## config.mk

```make
export PLATFORM = sky130hd
export DESIGN_NAME = ocr_fault_ctrl
export DESIGN_NICKNAME = d
export VERILOG_FILES = /design/src/shared/ocr_pkg.sv /design/src/rtl/ocr_delay_timer.sv /design/src/rtl/ocr_fault_ctrl.sv
export VERILOG_INCLUDE_DIRS = /design/src /design/src/shared
export SDC_FILE = /design/constraint.sdc
export NUM_CORES = 1
export LEC_CHECK = 0
export BUFFER_PORTS_ARGS = -buffer_cell sky130_fd_sc_hd__buf_4
export CAP_MARGIN = 20
export CORE_AREA = 2 2 88 64
export CTS_CLUSTER_DIAMETER = 200
export CTS_CLUSTER_SIZE = 30
export DETAILED_ROUTE_END_ITERATION = 6
export DIE_AREA = 0 0 90 66
export PLACE_DENSITY = 0.64
export SYNTH_ARGS = -nofsm -noshare
export SYNTH_HDL_FRONTEND = slang
export SYNTH_SLANG_ARGS = --single-unit
```

## constraint.sdc

```tcl
create_clock -name clock -period 4.7 [get_ports clock]
set_input_delay 1.41 -clock clock [delete_from_list [all_inputs] [get_ports clock]]
set_output_delay 1.41 -clock clock [all_outputs]
set_load 0.005 [all_outputs]
```

## src/shared/ocr_cfg.svh

```systemverilog
`ifndef OCR_CFG_SVH
`define OCR_CFG_SVH
// Summary of operation
// - over-current while output enabled sets status, notifies host when status first sets
// - code 00: run on, brickwall current clamp
// - code 01: clamp while voltage above floor
// - code 01: below floor, shut down, retry
// - code 10: limit for delay regardless voltage
// - code 10: still limiting at expiry, retry
// - code 11: disable at once, then retry
// - retry field counts restart attempts
// - retry 000: never restart, stay off
// - retry 1..5: that many attempts, then latch
// - retry 111: retry without limit
// - attempts spaced by delay times unit
// - delay field n means 2^n units
// - unit length comes from separate config
// - retry 110: six attempts, then latch
// - continuous retry ends on off or fault

// command code of the response configuration byte
`define OCR_CMD_CFG      8'h47
// configuration value after reset: disable and latch off
`define OCR_CFG_RST      8'hC0
// field positions inside the configuration byte
`define OCR_RESP_MSB     7
`define OCR_RESP_LSB     6
`define OCR_RETRY_MSB    5
`define OCR_RETRY_LSB    3
`define OCR_DELAY_MSB    2
`define OCR_DELAY_LSB    0
// retry field codes with special meaning
`define OCR_RETRY_NONE   3'h0
`define OCR_RETRY_CONT   3'h7
// read data for a command code this block does not own
`define OCR_RDATA_NONE   8'h00
`endif

```

## src/shared/ocr_pkg.sv

```systemverilog
package ocr_pkg;

    // response selected by the top two configuration bits
    typedef enum logic [1:0] {
        OCR_RESP_IGNORE  = 2'b00,
        OCR_RESP_COND    = 2'b01,
        OCR_RESP_DELAY   = 2'b10,
        OCR_RESP_DISABLE = 2'b11
    } ocr_resp_e;

    // fault handling sequence
    typedef enum logic [2:0] {
        OCR_ST_OFF   = 3'b000,
        OCR_ST_RUN   = 3'b001,
        OCR_ST_LIMIT = 3'b010,
        OCR_ST_WAIT  = 3'b011,
        OCR_ST_LATCH = 3'b100
    } ocr_state_e;

    // delay timer state
    typedef struct packed {
        logic       busy;
        logic [7:0] cnt;
        logic       done;
    } ocr_timer_s;

    // controller state
    typedef struct packed {
        ocr_state_e state;
        logic [7:0] cfg;
        logic [2:0] left;
        logic       en_q;
        logic       out_en;
        logic       limit;
        logic       status;
        logic       notify;
        logic [7:0] rdata;
    } ocr_ctrl_s;

endpackage : ocr_pkg

```

## src/rtl/ocr_delay_timer.sv

```systemverilog
`include "ocr_cfg.svh"

// counts time-unit ticks up to 2^units_log2 and then pulses done
module ocr_delay_timer
    import ocr_pkg::*;
#(
    parameter int CNT_W = 8
) (
    input  wire logic             clock,
    input  wire logic             sys_rst,
    input  wire logic             start,
    input  wire logic             unit_tick,
    input  wire logic [2:0]       units_log2,
    output logic                  done
);

    ocr_timer_s r_reg;   // registered state
    ocr_timer_s r_next;  // next state
    logic [CNT_W-1:0] target;  // number of units to wait

    // delay code n stands for 2^n units, 1 up to 128
    assign target = CNT_W'(1) << units_log2;

    // next state
    always_comb begin
        r_next      = r_reg;
        r_next.done = 1'b0;
        if (start) begin
            // a new start restarts the count from zero
            r_next.busy = 1'b1;
            r_next.cnt  = '0;
        end else if (r_reg.busy && unit_tick) begin
            // unit length is set elsewhere, we only count its ticks
            r_next.cnt = r_reg.cnt + CNT_W'(1);
            if (r_next.cnt == target) begin
                r_next.busy = 1'b0;
                r_next.done = 1'b1;
            end
        end
    end

    // state register
    always_ff @(posedge clock) begin
        if (sys_rst) begin
            r_reg <= '0;
        end else begin
            r_reg <= r_next;
        end
    end

    assign done = r_reg.done;

endmodule : ocr_delay_timer

```

## src/rtl/ocr_fault_ctrl.sv

```systemverilog
`include "ocr_cfg.svh"

// over-current fault response controller
module ocr_fault_ctrl
    import ocr_pkg::*;
(
    input  wire logic       clock,
    input  wire logic       sys_rst,
    input  wire logic [7:0] cmd_code,          // command code of current transaction
    input  wire logic       cmd_wr,            // one-cycle write strobe
    input  wire logic [7:0] cmd_wdata,         // written byte
    input  wire logic       oc_detect,         // current above overcurrent_limit_level
    input  wire logic       vout_below_floor,  // vout under overcurrent_low_voltage_floor
    input  wire logic       unit_tick,         // one pulse per delay time unit
    input  wire logic       output_on_cmd,     // output commanded on
    input  wire logic       other_fault_off,   // another fault shuts the unit down
    input  wire logic       fault_clear,       // one-cycle fault clear
    output logic [7:0]      cfg_rdata,         // overcurrent_fault_response_cfg readback
    output logic            output_enable,     // power stage enable
    output logic            current_limit,     // clamp current at the limit
    output logic            oc_fault_status,   // sticky over-current fault bit
    output logic            host_notify        // one-cycle host notification
);

    ocr_ctrl_s  r_reg;       // registered state
    ocr_ctrl_s  r_next;      // next state
    logic       tmr_start;   // launch delay timer
    logic       tmr_done;    // delay expired
    ocr_resp_e  resp;        // decoded response field
    logic [2:0] retry;       // retry field
    logic       enable_rise; // output newly commanded on

    assign resp        = ocr_resp_e'(r_reg.cfg[`OCR_RESP_MSB:`OCR_RESP_LSB]);
    assign retry       = r_reg.cfg[`OCR_RETRY_MSB:`OCR_RETRY_LSB];
    assign enable_rise = output_on_cmd & ~r_reg.en_q;

    // one timer serves both the limit delay and the retry spacing
    ocr_delay_timer #(
        .CNT_W      (8)
    ) u_timer (
        .clock      (clock),
        .sys_rst    (sys_rst),
        .start      (tmr_start),
        .unit_tick  (unit_tick),
        .units_log2 (r_reg.cfg[`OCR_DELAY_MSB:`OCR_DELAY_LSB]),
        .done       (tmr_done)
    );

    // next state
    always_comb begin
        logic shut;  // a fault shutdown happens this cycle
        shut         = 1'b0;
        r_next       = r_reg;
        tmr_start    = 1'b0;
        r_next.en_q  = output_on_cmd;
        r_next.notify = 1'b0;

        // configuration write
        if (cmd_wr && cmd_code == `OCR_CMD_CFG) begin
            r_next.cfg = cmd_wdata;
        end
        // readback only answers for our own command code
        r_next.rdata = (cmd_code == `OCR_CMD_CFG) ? r_reg.cfg : `OCR_RDATA_NONE;

        // sticky status, a new fault beats a clear in the same cycle
        r_next.status = r_reg.status & ~fault_clear;
        if (oc_detect && r_reg.out_en) begin
            r_next.status = 1'b1;
            r_next.notify = ~r_reg.status;
        end

        unique case (r_reg.state)
            OCR_ST_OFF: begin
                r_next.out_en = 1'b0;
                r_next.limit  = 1'b0;
                if (enable_rise && !other_fault_off) begin
                    r_next.left   = retry;
                    r_next.state  = OCR_ST_RUN;
                    r_next.out_en = 1'b1;
                end
            end
            OCR_ST_RUN: begin
                r_next.out_en = 1'b1;
                r_next.limit  = 1'b0;
                if (oc_detect) begin
                    unique case (resp)
                        OCR_RESP_IGNORE: begin
                            r_next.limit = 1'b1;
                        end
                        OCR_RESP_COND: begin
                            if (vout_below_floor) begin
                                shut = 1'b1;
                            end else begin
                                r_next.limit = 1'b1;
                            end
                        end
                        OCR_RESP_DELAY: begin
                            r_next.limit = 1'b1;
                            r_next.state = OCR_ST_LIMIT;
                            tmr_start    = 1'b1;
                        end
                        OCR_RESP_DISABLE: begin
                            shut = 1'b1;
                        end
                    endcase
                end
            end
            OCR_ST_LIMIT: begin
                // keep limiting whatever the output voltage does
                r_next.out_en = 1'b1;
                r_next.limit  = 1'b1;
                if (tmr_done) begin
                    if (oc_detect) begin
                        shut = 1'b1;
                    end else begin
                        r_next.state = OCR_ST_RUN;
                        r_next.limit = 1'b0;
                    end
                end
            end
            OCR_ST_WAIT: begin
                // output off while the spacing between attempts runs
                r_next.out_en = 1'b0;
                r_next.limit  = 1'b0;
                if (tmr_done) begin
                    r_next.state  = OCR_ST_RUN;
                    r_next.out_en = 1'b1;
                end
            end
            OCR_ST_LATCH: begin
                // off until the fault is cleared
                r_next.out_en = 1'b0;
                r_next.limit  = 1'b0;
                if (fault_clear) begin
                    r_next.left   = retry;
                    r_next.state  = output_on_cmd ? OCR_ST_RUN : OCR_ST_OFF;
                    r_next.out_en = output_on_cmd;
                end
            end
            default: begin
                // illegal code, recover safely with the output off
                r_next.state  = OCR_ST_OFF;
                r_next.out_en = 1'b0;
                r_next.limit  = 1'b0;
            end
        endcase

        // shutdown, then the retry field decides what follows
        if (shut) begin
            r_next.out_en = 1'b0;
            r_next.limit  = 1'b0;
            if (retry == `OCR_RETRY_NONE) begin
                r_next.state = OCR_ST_LATCH;
            end else if (retry == `OCR_RETRY_CONT) begin
                r_next.state = OCR_ST_WAIT;
                tmr_start    = 1'b1;
            end else if (r_reg.left == 3'h0) begin
                // attempts used up: 1..6 attempts end here
                r_next.state = OCR_ST_LATCH;
            end else begin
                r_next.left  = r_reg.left - 3'h1;
                r_next.state = OCR_ST_WAIT;
                tmr_start    = 1'b1;
            end
        end

        // commanded off or another fault ends everything, retries too
        if (!output_on_cmd || other_fault_off) begin
            r_next.state  = OCR_ST_OFF;
            r_next.out_en = 1'b0;
            r_next.limit  = 1'b0;
            tmr_start     = 1'b0;
        end
    end

    // state register
    always_ff @(posedge clock) begin
        if (sys_rst) begin
            r_reg       <= '0;
            r_reg.state <= OCR_ST_OFF;
            r_reg.cfg   <= `OCR_CFG_RST;
        end else begin
            r_reg <= r_next;
        end
    end

    // outputs straight from the register
    assign cfg_rdata       = r_reg.rdata;
    assign output_enable   = r_reg.out_en;
    assign current_limit   = r_reg.limit;
    assign oc_fault_status = r_reg.status;
    assign host_notify     = r_reg.notify;

    // checks
    logic stay_on;  // nothing external forces the output off
    assign stay_on = output_on_cmd & ~other_fault_off;

    logic shut_seen;  // helper: a shutdown left a running state
    assign shut_seen = (r_reg.state == OCR_ST_RUN || r_reg.state == OCR_ST_LIMIT)
                       && r_reg.out_en && !r_next.out_en;
endmodule : ocr_fault_ctrl

```

==> results_dict.tcl <==
set metrics [dict create \
    met1_length_um 2260 \
    diodes 0 \
    max_cap_viol_count 0 \
    detailed_place_hpwl_um 3140 \
    die_h_um 66 \
    syn_area_per_cell_sq_um 8.55 \
    required_ns 4.92 \
    synth_nets 266 \
    port_buffers 36 \
    cp_slowest_cell "nor3_1" \
    critPathTopFamily "simple AND/OR/NAND/NOR gates" \
    highest_layer "met4" \
    cts_made_buffers 5 \
    postRouteAntennaNets 0 \
    clk_latency_ns 0.29 \
    synth_top_area_share_pct 36.4 \
    finalSetupTns_ns 0 \
    final_max_slew_viol_count 0 \
    boundaryPins 37 \
    max_freq_mhz 375 \
    ys_seq_area_share_pct 36.4 \
    gp_congestion 0.822 \
    grt_max_degree 20 \
    crit_arrival_ns 2.89 \
    synth_edf_count 0 \
    avgRoutedWirePerCell_um 12.6 \
    htreeDepth 2 \
    cts_setup_buffers 0 \
    cts_sinks 37 \
    synth.top_cells.by_count "37 x dfxtp_1, 28 x nor2_1, 17 x nand2_1" \
    largest_reg_flops 15 \
    netlist_area_sq_um 2040 \
    cp.buffers_inverters 1 \
    drt-vias-per-instance 5.07 \
    ctsHoldBuffers 0 \
    grt-ovfl-total 0 \
    yosys.cell_types.count 55 \
    min_period_ns 2.67 \
    cts.path.max_buffers 2 \
    met3_length_um 333 \
    first_pass_iters 5 \
    yosysWarnings 0 \
    grt_pass1_wl_um 7180 \
    hold_slack_ns 0.459 \
    cp.depth 4 \
    finalCritPeriodShare_pct 56.8 \
    die_w_um 90 \
    yosys-top-cells-area "dfxtp_1 36%, nor2_1 5.2%, mux2i_1 4.9%" \
    yosysMostFrequentCell "dfxtp_1" \
    nFillCells 514 \
    fin_nets 290 \
    p_total_uw 633 \
    synth_flop_cell "dfxtp_1" \
    ir_drop_v 0.000112 \
    worstSetupEndpointType "register" \
    reg2reg_depth 7 \
    ctsRootBufferMaster "clkbuf_8" \
    powerDensity_nw_per_um2 266 \
    crit_type "in -> reg" \
    grtUsageTotal_pct 15.1 \
    finalWirelength_um 4230 \
    path_cells "buf_4 > or4b_1 > nor3_1 > and2_1" \
    cts_tree "yes" \
    worst_slack_ns 2.03 \
    drive_gt1_share_pct 21.7 \
    fin_worst_skew_ns 0.0111 \
    startpoint_type "input port" \
    coreArea_sq_um 5120 \
    drc 0 \
    holdCritPathClass "reg -> reg" \
    status "finished clean" \
    final_util_pct 46.4 \
    clk_pin_slew_ns 0.08 \
    fp.dieArea_sq_um 5940 \
    min_path_cells 1 \
    critical_path_peak_fanout 7 \
    maxSlewHeadroom_pct 53.9 \
    finalHoldViolations 0 \
    synth_area_leader_cell "dfxtp_1" \
    post-place-ws_ns 1.73 \
    drt-initial-drc-count 139 \
    syn2layout_area_growth_pct 16.8 \
    antenna_found_initial 0 \
    synthArstFlopShare_pct 0 \
    cpPeakStageDelay_ns 0.60 \
    tightest_slew_ns 0.686 \
    ys_ff_latch 37 \
    grt_pass1_vias 1500 \
    wl_met2_um 1590 \
    setup_viol 0 \
    via_count 1697 \
    rsz0062_at_grt "no" \
    cts_resized 0 \
    std_cell_rows 22 \
    p_leak_uw 0.000939 \
    start_util_pct 39.8 \
    synth_cells 238 \
]
==> path summary, 6_finish.rpt <==
| kind | start | endpoint | slack [ns] |
|---|---|---|---|
| worst min register to register | oc_fault_status$_SDFF_PP0_ | host_notify$_SDFF_PP0_ | 0.46 |
| worst max register to register | u_timer.r_reg[1]$_SDFFE_PP0P_ | u_timer.done$_SDFF_PP0_ | 2.68 |
| worst max-delay path | cmd_code[5] | cfg_rdata[4]$_SDFF_PP0_ | 2.03 |
| worst min-delay path | oc_fault_status$_SDFF_PP0_ | host_notify$_SDFF_PP0_ | 0.46 |
==> metal layers <==
| layer | global-route usage, % | vias to the layer above |
|---|---|---|
| met5 | 0 | - |
| met3 | 4.45 | 7 |
| met1 | 22.4 | 743 |
| met2 | 21.1 | 69 |
| li1 | - | 878 |
| met4 | 4.04 | 0 |
==> worst register-to-register path: cells and delay by family, from the launching register on <==
kind / cells / cell delay (ns)
and+or+nand+nor: 5 / 0.83
DFF: 1 / 0.46
AOI/OAI and AO/OA: 1 / 0.34
adders and majority gates: 1 / 0.27
==> report_power, final <==
part	switching (uW)	leakage, uW	total [uW]	internal (uW)
Clock	109	0.0000585	282	173
Sequential	1.53	0.000298	316	315
Combinational	15.7	0.000582	34.7	18.9
Total	126	0.000939	633	507
==> logic make-up (layout without fill, tap and decap cells) <==
| family | count (synthesis) | after routing | share of synthesized area, % |
|---|---|---|---|
| simple gates | 111 | 111 | 29.6 |
| compound gates | 40 | 40 | 14.6 |
| flops | 37 | 37 | 36.4 |
| buf+inv | 26 | 51 | 7.93 |
| xor+xnor | 11 | 11 | 4.73 |
| mux | 10 | 10 | 4.92 |
| fa+ha+maj | 3 | 3 | 1.84 |
==> layout make-up <==
| class | instances | area (sq um) | area share [%] |
|---|---|---|---|
| sequential | 37 | 741 | 31.2 |
| clock inverter | 1 | 30.0 | 1.26 |
| inverter | 7 | 26.3 | 1.11 |
| clock buffer | 7 | 86.3 | 3.63 |
| tap | 72 | 90.1 | 3.79 |
| multi-input combinational | 175 | 1130 | 47.7 |
| timing repair buffer | 36 | 270 | 11.4 |
==> through the flow <==
step / area, sq um / instances
finish: 2380 / 335
global route: 2380 / 335
CTS: 2380 / 335
detailed placement: 2260 / 327
global placement: 2260 / 327
floorplan: 2040 / 238
==> layout by cell type, fill, tap and decap left out, drive strengths merged, types with 8 or more instances in the layout <==
cell,synthesis,routed
nor2,28,28
mux2i,10,10
dfxtp,37,37
and2,9,9
nand3,12,12
buf,16,36
a21oi,9,9
nor3,9,9
nand2,18,18
o21ai,8,8
No activity file was read; power rests on OpenSTA's default activity.
